File: src/rtl/adc_seq_cfg.svh
`ifndef ADC_SEQ_CFG_SVH
`define ADC_SEQ_CFG_SVH

// ==========================================================================
// Register byte offsets on the AXI4-Lite slave.
// ==========================================================================
`define OFS_ACTIVE_HIGH 8'h00
`define OFS_ACTIVE_LOW 8'h04
`define OFS_RESULT 8'h08
`define OFS_IRQ_MASK 8'h0C
`define OFS_GEN_CONFIG 8'h14
`define OFS_GEN_STATUS 8'h18
`define OFS_RAW_IRQ 8'h1C
`define OFS_FIFO_STATUS 8'h20
`define OFS_HIGH_BANK 8'h24
`define OFS_LOW_BANK 8'h64
`define OFS_IDLE_HIGH 8'hA4
`define OFS_IDLE_LOW 8'hA8
`define OFS_MASKED_IRQ 8'hAC
`define OFS_IRQ_CLEAR 8'hB0

// ==========================================================================
// Field positions.
// ==========================================================================
`define GC_SSM_LSB 1
`define GC_SSB_BIT 0
`define GC_WMK_LSB 3
`define GC_NOC_LSB 7
`define GS_PEN_RAW_BIT 8
`define GS_BROWN_RAW_BIT 9
`define HW_SETTLE_LSB 7
`define IRQ_PEN_BIT 0
`define IRQ_EOS_BIT 1
`define IRQ_WMK_BIT 2
`define IRQ_OVR_BIT 3
`define IRQ_BROWN_BIT 4

// ==========================================================================
// Values and timing counts.
// ==========================================================================
`define SSM_CONTINUOUS 2'b11
`define SAR_MID_SCALE 10'h200
`define CONV_CYCLES 5'd17
`define FIFO_DEPTH 5'd16
`define RESP_OKAY 2'b00
`define RESP_SLVERR 2'b10

`endif

File: src/rtl/adc_seq_pkg.sv
package adc_seq_pkg;

    // Sequencer states.
    typedef enum logic [2:0] {
        ST_IDLE = 3'b000,
        ST_FETCH = 3'b001,
        ST_SETTLE = 3'b010,
        ST_CONVERT = 3'b011,
        ST_WAIT = 3'b100,
        ST_DONE = 3'b101
    } seq_state_t;

endpackage

File: src/rtl/adc_measurement_sequencer.sv
// The AXI4-Lite register port and the register addresses were decided locally.
`timescale 1ns/1ps
`include "adc_seq_cfg.svh"

module adc_measurement_sequencer
    import adc_seq_pkg::*;
(
    input wire logic ref_clk,
    input wire logic rst,
    // AXI4-Lite slave.
    input wire logic [7:0] s_axi_awaddr,
    input wire logic s_axi_awvalid,
    output logic s_axi_awready,
    input wire logic [31:0] s_axi_wdata,
    input wire logic [3:0] s_axi_wstrb,
    input wire logic s_axi_wvalid,
    output logic s_axi_wready,
    output logic [1:0] s_axi_bresp,
    output logic s_axi_bvalid,
    input wire logic s_axi_bready,
    input wire logic [7:0] s_axi_araddr,
    input wire logic s_axi_arvalid,
    output logic s_axi_arready,
    output logic [31:0] s_axi_rdata,
    output logic [1:0] s_axi_rresp,
    output logic s_axi_rvalid,
    input wire logic s_axi_rready,
    // Analog side.
    input wire logic comparator_high,
    input wire logic pen_down_raw,
    input wire logic brownout_raw,
    output logic [15:0] active_high_word,
    output logic [15:0] active_low_word,
    output logic [9:0] sar_dac_word,
    output logic sample_hold,
    // Interrupts.
    output logic combined_panel_irq,
    output logic supply_low_irq
);

    // ======================================================================
    // State struct: everything the block remembers.
    // ======================================================================
    typedef struct packed {
        seq_state_t st;
        logic [15:0] ahw;
        logic [15:0] alw;
        logic [9:0] sar;
        logic [9:0] bitmask;
        logic [8:0] settle_cnt;
        logic [4:0] cyc_cnt;
        logic [3:0] step;
        logic [15:0] idle_hw;
        logic [15:0] idle_lw;
        logic [31:0] gcfg;
        logic [4:0] imask;
        logic [4:0] latched;
        logic pen_q;
        logic [15:0][15:0] fifo;
        logic [3:0] wr_ptr;
        logic [3:0] rd_ptr;
        logic [4:0] count;
        logic [15:0][15:0] hbank;
        logic [15:0][15:0] lbank;
        logic aw_got;
        logic w_got;
        logic [7:0] aw_addr;
        logic [31:0] w_data;
        logic bvalid;
        logic [1:0] bresp;
        logic rvalid;
        logic [31:0] rdata;
        logic [1:0] rresp;
        logic comb_irq;
        logic brown_irq;
    } state_t;

    state_t cur_reg;
    state_t cur_next;

    // Decoded write access, evaluated once both halves have arrived.
    logic wr_fire;
    logic rd_fire;
    logic cont_mode;
    logic start_req;
    logic fifo_pop;
    logic [4:0] irq_raw;
    logic [7:0] rd_addr;

    // ======================================================================
    // Next-state logic.
    // ======================================================================
    always_comb begin
        cur_next = cur_reg;
        cont_mode = (cur_reg.gcfg[`GC_SSM_LSB +: 2] == `SSM_CONTINUOUS);
        start_req = cur_reg.latched[`IRQ_PEN_BIT] | cur_reg.gcfg[`GC_SSB_BIT];
        wr_fire = cur_reg.aw_got & cur_reg.w_got & ~cur_reg.bvalid;
        rd_fire = s_axi_arvalid & ~cur_reg.rvalid;
        rd_addr = s_axi_araddr;
        fifo_pop = rd_fire & (rd_addr == `OFS_RESULT) & (cur_reg.count != 5'd0);

        // Pen edge and brownout level set latched status; set beats clear.
        // Clears are applied first so a same-cycle event survives.
        if (wr_fire && cur_reg.aw_addr == `OFS_IRQ_CLEAR) begin
            if (cur_reg.w_data[`IRQ_PEN_BIT]) begin
                cur_next.latched[`IRQ_PEN_BIT] = 1'b0;
            end
            if (cur_reg.w_data[`IRQ_EOS_BIT]) begin
                cur_next.latched[`IRQ_EOS_BIT] = 1'b0;
            end
            if (cur_reg.w_data[`IRQ_BROWN_BIT]) begin
                cur_next.latched[`IRQ_BROWN_BIT] = 1'b0;
            end
        end
        cur_next.pen_q = pen_down_raw;
        if (pen_down_raw && !cur_reg.pen_q) begin
            cur_next.latched[`IRQ_PEN_BIT] = 1'b1;
        end
        // A brownout still present re-latches on the very next edge.
        if (brownout_raw) begin
            cur_next.latched[`IRQ_BROWN_BIT] = 1'b1;
        end
        // Reading the result register removes the oldest entry.
        if (fifo_pop) begin
            cur_next.rd_ptr = cur_reg.rd_ptr + 4'd1;
            cur_next.count = cur_reg.count - 5'd1;
            cur_next.latched[`IRQ_OVR_BIT] = 1'b0;
        end

        // Sequencer.
        case (cur_reg.st)
            ST_IDLE: begin
                cur_next.ahw = cur_reg.idle_hw;
                cur_next.alw = cur_reg.idle_lw;
                cur_next.step = 4'd0;
                if (cont_mode || start_req) begin
                    cur_next.st = ST_FETCH;
                    cur_next.gcfg[`GC_SSB_BIT] = 1'b0;
                end
            end
            ST_FETCH: begin
                // Bank entry becomes the active pair for this step.
                cur_next.ahw = cur_reg.hbank[cur_reg.step];
                cur_next.alw = cur_reg.lbank[cur_reg.step];
                cur_next.settle_cnt =
                    cur_reg.hbank[cur_reg.step][`HW_SETTLE_LSB +: 9];
                cur_next.st = ST_SETTLE;
            end
            ST_SETTLE: begin
                // Acquisition: sample-and-hold tracks during settling.
                if (cur_reg.settle_cnt <= 9'd1) begin
                    cur_next.sar = `SAR_MID_SCALE;
                    cur_next.bitmask = `SAR_MID_SCALE;
                    cur_next.cyc_cnt = 5'd0;
                    cur_next.st = ST_CONVERT;
                end else begin
                    cur_next.settle_cnt = cur_reg.settle_cnt - 9'd1;
                end
            end
            ST_CONVERT: begin
                // One decision per cycle for ten cycles; remaining cycles
                // pad the conversion to its fixed length.
                cur_next.cyc_cnt = cur_reg.cyc_cnt + 5'd1;
                if (cur_reg.bitmask != 10'h000) begin
                    cur_next.bitmask = cur_reg.bitmask >> 1;
                    cur_next.sar[9:0] = (comparator_high ? cur_reg.sar :
                        (cur_reg.sar & ~cur_reg.bitmask)) |
                        (cur_reg.bitmask >> 1);
                end
                if (cur_reg.cyc_cnt == `CONV_CYCLES - 5'd3) begin
                    cur_next.st = ST_WAIT;
                end
            end
            ST_WAIT: begin
                // End of conversion: store result and tag unless full.
                if (cur_reg.count == `FIFO_DEPTH && !fifo_pop) begin
                    cur_next.latched[`IRQ_OVR_BIT] = 1'b1;
                end else begin
                    cur_next.fifo[cur_reg.wr_ptr] =
                        {2'b00, cur_reg.step, cur_reg.sar};
                    cur_next.wr_ptr = cur_reg.wr_ptr + 4'd1;
                    cur_next.count = cur_next.count + 5'd1;
                end
                if (cur_reg.step == cur_reg.gcfg[`GC_NOC_LSB +: 4]) begin
                    cur_next.st = ST_DONE;
                end else begin
                    cur_next.step = cur_reg.step + 4'd1;
                    cur_next.st = ST_FETCH;
                end
            end
            ST_DONE: begin
                cur_next.latched[`IRQ_EOS_BIT] = 1'b1;
                cur_next.step = 4'd0;
                if (cont_mode) begin
                    cur_next.st = ST_FETCH;
                end else begin
                    cur_next.ahw = cur_reg.idle_hw;
                    cur_next.alw = cur_reg.idle_lw;
                    cur_next.st = ST_IDLE;
                end
            end
            default: begin
                cur_next.st = ST_IDLE;
            end
        endcase

        // Watermark is a level, not latched.
        cur_next.latched[`IRQ_WMK_BIT] = (cur_next.count >=
            {1'b0, cur_reg.gcfg[`GC_WMK_LSB +: 4]});

        // AXI4-Lite write channel capture, either order.
        if (s_axi_awvalid && !cur_reg.aw_got) begin
            cur_next.aw_got = 1'b1;
            cur_next.aw_addr = s_axi_awaddr;
        end
        if (s_axi_wvalid && !cur_reg.w_got) begin
            cur_next.w_got = 1'b1;
            cur_next.w_data = s_axi_wdata;
        end
        if (wr_fire) begin
            cur_next.aw_got = 1'b0;
            cur_next.w_got = 1'b0;
            cur_next.bvalid = 1'b1;
            cur_next.bresp = `RESP_OKAY;
            case (cur_reg.aw_addr)
                `OFS_IRQ_MASK: cur_next.imask = cur_reg.w_data[4:0];
                `OFS_GEN_CONFIG: cur_next.gcfg = cur_reg.w_data;
                `OFS_IDLE_HIGH: cur_next.idle_hw = cur_reg.w_data[15:0];
                `OFS_IDLE_LOW: cur_next.idle_lw = cur_reg.w_data[15:0];
                `OFS_ACTIVE_HIGH, `OFS_ACTIVE_LOW, `OFS_RESULT,
                `OFS_GEN_STATUS, `OFS_RAW_IRQ, `OFS_FIFO_STATUS,
                `OFS_MASKED_IRQ, `OFS_IRQ_CLEAR:
                    cur_next.bresp = `RESP_OKAY;
                default: begin
                    if (cur_reg.aw_addr >= `OFS_HIGH_BANK &&
                        cur_reg.aw_addr < `OFS_IDLE_HIGH &&
                        cur_reg.aw_addr[1:0] == 2'b00) begin
                        if (cur_reg.aw_addr < `OFS_LOW_BANK) begin
                            cur_next.hbank[4'((cur_reg.aw_addr -
                                `OFS_HIGH_BANK) >> 2)] =
                                cur_reg.w_data[15:0];
                        end else begin
                            cur_next.lbank[4'((cur_reg.aw_addr -
                                `OFS_LOW_BANK) >> 2)] =
                                cur_reg.w_data[15:0];
                        end
                    end else begin
                        cur_next.bresp = `RESP_SLVERR;
                    end
                end
            endcase
        end
        if (cur_reg.bvalid && s_axi_bready) begin
            cur_next.bvalid = 1'b0;
        end

        // AXI4-Lite read channel.
        if (rd_fire) begin
            cur_next.rvalid = 1'b1;
            cur_next.rresp = `RESP_OKAY;
            cur_next.rdata = 32'h0000_0000;
            case (rd_addr)
                `OFS_ACTIVE_HIGH: cur_next.rdata[15:0] = cur_reg.ahw;
                `OFS_ACTIVE_LOW: cur_next.rdata[15:0] = cur_reg.alw;
                `OFS_RESULT: cur_next.rdata[15:0] = cur_reg.fifo[cur_reg.rd_ptr];
                `OFS_IRQ_MASK: cur_next.rdata[4:0] = cur_reg.imask;
                `OFS_GEN_CONFIG: cur_next.rdata = cur_reg.gcfg;
                `OFS_GEN_STATUS: begin
                    cur_next.rdata[`GS_PEN_RAW_BIT] = pen_down_raw;
                    cur_next.rdata[`GS_BROWN_RAW_BIT] = brownout_raw;
                    cur_next.rdata[2:0] = cur_reg.st;
                end
                `OFS_RAW_IRQ: cur_next.rdata[4:0] = cur_reg.latched;
                `OFS_FIFO_STATUS: cur_next.rdata[4:0] = cur_reg.count;
                `OFS_IDLE_HIGH: cur_next.rdata[15:0] = cur_reg.idle_hw;
                `OFS_IDLE_LOW: cur_next.rdata[15:0] = cur_reg.idle_lw;
                `OFS_MASKED_IRQ:
                    cur_next.rdata[4:0] = cur_reg.latched & cur_reg.imask;
                `OFS_IRQ_CLEAR: cur_next.rdata = 32'h0000_0000;
                default: begin
                    if (rd_addr >= `OFS_HIGH_BANK && rd_addr < `OFS_LOW_BANK
                        && rd_addr[1:0] == 2'b00) begin
                        cur_next.rdata[15:0] = cur_reg.hbank[
                            4'((rd_addr - `OFS_HIGH_BANK) >> 2)];
                    end else if (rd_addr >= `OFS_LOW_BANK &&
                        rd_addr < `OFS_IDLE_HIGH && rd_addr[1:0] == 2'b00) begin
                        cur_next.rdata[15:0] = cur_reg.lbank[
                            4'((rd_addr - `OFS_LOW_BANK) >> 2)];
                    end else begin
                        cur_next.rresp = `RESP_SLVERR;
                    end
                end
            endcase
        end
        if (cur_reg.rvalid && s_axi_rready) begin
            cur_next.rvalid = 1'b0;
        end

        // Masks gate only the outputs; latched bits are untouched.
        irq_raw = cur_next.latched & cur_next.imask;
        cur_next.comb_irq = |irq_raw[3:0];
        cur_next.brown_irq = irq_raw[`IRQ_BROWN_BIT];
    end

    // ======================================================================
    // State register.
    // ======================================================================
    always_ff @(posedge ref_clk or posedge rst) begin
        if (rst) begin
            cur_reg <= '0;
        end else begin
            cur_reg <= cur_next;
        end
    end

    // ======================================================================
    // Outputs, all straight from the state register.
    // ======================================================================
    assign s_axi_awready = ~cur_reg.aw_got;
    assign s_axi_wready = ~cur_reg.w_got;
    assign s_axi_bvalid = cur_reg.bvalid;
    assign s_axi_bresp = cur_reg.bresp;
    assign s_axi_arready = ~cur_reg.rvalid;
    assign s_axi_rvalid = cur_reg.rvalid;
    assign s_axi_rdata = cur_reg.rdata;
    assign s_axi_rresp = cur_reg.rresp;
    assign active_high_word = cur_reg.ahw;
    assign active_low_word = cur_reg.alw;
    assign sar_dac_word = cur_reg.sar;
    assign sample_hold = (cur_reg.st == ST_CONVERT);
    assign combined_panel_irq = cur_reg.comb_irq;
    assign supply_low_irq = cur_reg.brown_irq;

endmodule

File: config.mk
export PLATFORM = sky130hd
export DESIGN_NAME = adc_measurement_sequencer
export DESIGN_NICKNAME = d
export VERILOG_FILES = /design/src/rtl/adc_seq_pkg.sv /design/src/rtl/adc_measurement_sequencer.sv
export VERILOG_INCLUDE_DIRS = /design/src /design/src/rtl
export SDC_FILE = /design/constraint.sdc
export NUM_CORES = 2
export LEC_CHECK = 0
export ABC_AREA = 1
export ABC_CLOCK_PERIOD_IN_PS = 37600
export BUFFER_PORTS_ARGS = -buffer_cell sky130_fd_sc_hd__buf_2
export CAP_MARGIN = 20
export CORE_MARGIN = 2
export CORE_UTILIZATION = 35
export CTS_CLUSTER_SIZE = 20
export DETAILED_ROUTE_END_ITERATION = 8
export MAX_ROUTING_LAYER = met4
export PLACE_DENSITY = 0.48
export SLEW_MARGIN = 20
export SYNTH_ARGS = -nofsm -noshare
export SYNTH_HDL_FRONTEND = slang
export SYNTH_SLANG_ARGS = --single-unit
File: constraint.sdc
create_clock -name ref_clk -period 37.6 [get_ports ref_clk]
set_clock_uncertainty 0.1 [all_clocks]
set_input_delay 3.76 -clock ref_clk [delete_from_list [all_inputs] [get_ports ref_clk]]
set_output_delay 3.76 -clock ref_clk [all_outputs]
set_load 0.05 [all_outputs]
==> out/results.tsv <==
metric	value	unit
outcome	completed	
powerDensity	62.8	mW/mm²
yosys.area_share.simple	0.200	
drv_cap	0	
setup_viol	0	
drive_gt1_frac	0.0803	
largest_register_ffs	897	
worst_slack	30320	ps
vias	44019	
synthFlopType	dfrtp_1	
rsz0062_at_grt	false	
cts.clk_slew.worst_paths	60	ps
antenna_left	0	
synth_area_per_cell	7.83	µm²
startpoint_type	input pin	
wl	185	mm
core-area	0.141	mm²
p_leak	24.1	nW
peakVddDrop	0.0554	mV
arrival	7800	ps
drcViolationCount	0	
rows	138	
timing.rr.start	cur_reg[938]	
synth.most_common_cell	nand2_1	
postLayoutCoreUtil	0.388	
yosysWarnings	0	
cts_buffer_depth	3	
ys_top_cells_by_count	1397 x nand2_1, 1304 x o21ai_0, 977 x dfrtp_1	
end_kind	flop	
ys_ff_latch	977	
synth_area	0.0498	mm²
cts_sinks	977	
io_pins	148	
initial_core_util	0.352	
dieWidth	381	µm
ys_types	56	
cp-startpoint	s_axi_araddr[2]	
pre_cts_ws	29500	ps
globalplace.congestion	0.883	
dr.pass1.iters	8	
synth.area.top_cells	dfrtp_1 49%, o21ai_0 13%, nand2_1 11%	
r2r_end	active_low_word[14]	
slew_headroom	0.290	
yosys.area.top_type	dfrtp_1	
cp.required	38120	ps
synthToLayoutAreaGrowth	10.1	%
wire_per_inst	22.9	µm
synth_top_family_by_area	compound AO/OA/AOI/OAI gates	
synth-seq-area-share	0.491	
postCtsSetupBuffers	0	
fin_setup_tns	0	ps
synth.area.mux_share	0	
die_height	381	µm
worst-path-max-fanout	72	
post-route-period-util	0.194	
async_flop_share	1.00	
cts_hold_buf	0	
antenna_found_initial	10	
hold_ws	372	ps
fmax	137	MHz
min-delay-path-class	reg -> reg	
synth_xor_area_frac	0.00352	
drv_slew	0	
dp_hpwl	109	mm
period_minus_slack	7280	ps
grt_pass1_wl	278	mm
grt_pass1_vias	41562	
synth_compound_area_frac	0.217	
grt_usage	0.260	
clockRootBuffer	clkbuf_16	
reg2reg_depth	9	
drt_iter0_drc	4013	
cts-buffers-inserted	114	
tightest_slew	1060	ps
nNetsFinal	6204	
synth_top_area_frac	0.491	
synthAdderAreaFrac	0.00527	
port_buffers	141	
rrSetupSlack	33240	ps
cp-endpoint	s_axi_rdata[12]	
synth_enable_flop_cells	0	
stdcell_area	0.0548	mm²
synthCells	6365	
grt_max_degree	171	
cts_max_level	3	
hold_violations	0	
cts_tree	built	
crit_type	in -> reg	
cts_resized	0	
vias_per_cell	5.43	
gr-total-overflow	0	
place_area	0.0510	mm²
dieArea	0.145	mm²
clkLatencyLatePin	750	ps
==> cell families (layout without fill, tap and decap cells) <==
logic type,after synthesis,count (layout)
and+or+nand+nor,2359,2359
buffers and inverters,976,821
other,1,9
AOI/OAI and AO/OA,2011,2011
adders and majority gates,21,21
xor gates and xnor gates,20,20
DFF,977,977
==> routing by layer <==
metal  GRT usage  vias up  part of all wire
met5           -        -                 0
li1            -    20817                 -
met4      0.0949        0             0.040
met2       0.400     1456              0.46
met1       0.348    21410              0.44
met3      0.0360      336             0.061
==> how the worst min path moves through the flow <==
stage               startpoint         endpoint  slack (ps)  cells after the start
2_1_floorplan     cur_reg[863]     cur_reg[864]         330                      1
4_1_cts           cur_reg[863]     cur_reg[864]         370                      1
5_1_grt        s_axi_rdata[17]  s_axi_rdata[17]         390                      2
6_report          cur_reg[863]     cur_reg[864]         370                      1
3_5_place_dp   s_axi_rdata[17]  s_axi_rdata[17]         360                      2
3_3_place_gp   s_axi_rdata[23]  s_axi_rdata[23]         360                      2
==> worst max-delay path, cell delays in order <==
cell and delay (ps):
buf_8 200, inv_6 570, ha_1 360, xnor2_2 80, buf_4 250, inv_2 520, buf_4 550, o21ai_0 160
o21ai_0 330, nand2_1 90, nand3_1 290, nand3_1 210, nand3_1 260, nand2_1 70
==> report_power, final <==
| part | leakage (nW) | internal [mW] | switching [mW] |
|---|---|---|---|
| sequential | 13.3 | 1.18 | 0.106 |
| combinational | 8.88 | 0.242 | 0.781 |
| clock | 1.87 | 0.656 | 0.478 |
| total | 24.1 | 2.08 | 1.36 |
==> cell type report <==
cell class,count,area (µm²)
clock inverters,47,541
multi-input cells,4413,21300
repair buffers,219,1360
clock buffers,159,3240
inverters,396,1520
well taps,1890,2360
flip-flops and latches,977,24500
fillers,14823,86600
diodes,7,17.5
==> placed cells by master, fill, tap and decap left out, drive strengths merged <==
cell      instances
a22o              1
a32o              1
o21ai          1388
nor2            433
xnor2             4
and3              1
a21o              1
o21bai            3
o211ai          194
inv             391
clkinv           41
a22oi             1
diode             7
conb              2
a2bb2oi           1
o221ai           29
nand4            29
a211oi            4
dfrtp           977
o22ai            59
buf             219
a21boi            1
nand2          1423
bufinv            8
clkinvlp          3
or2               2
nor3b             2
o311ai            1
ha               21
a31oi            11
nor4              1
a21oi           313
o31ai             2
o21a              1
nand3           451
xor2             16
nor3             17
clkbuf          159
==> stage by stage <==
| stage | power, mW | cells |
|---|---|---|
| 2_1_floorplan | 1.97 | 6366 |
| 3_3_place_gp | 2.31 | 7894 |
| 3_5_place_dp | 2.32 | 7895 |
| 4_1_cts | 3.47 | 8101 |
| 5_1_grt | 3.63 | 8103 |
| 6_report | 3.44 | 8108 |
Power figures use the tool's default switching activity.
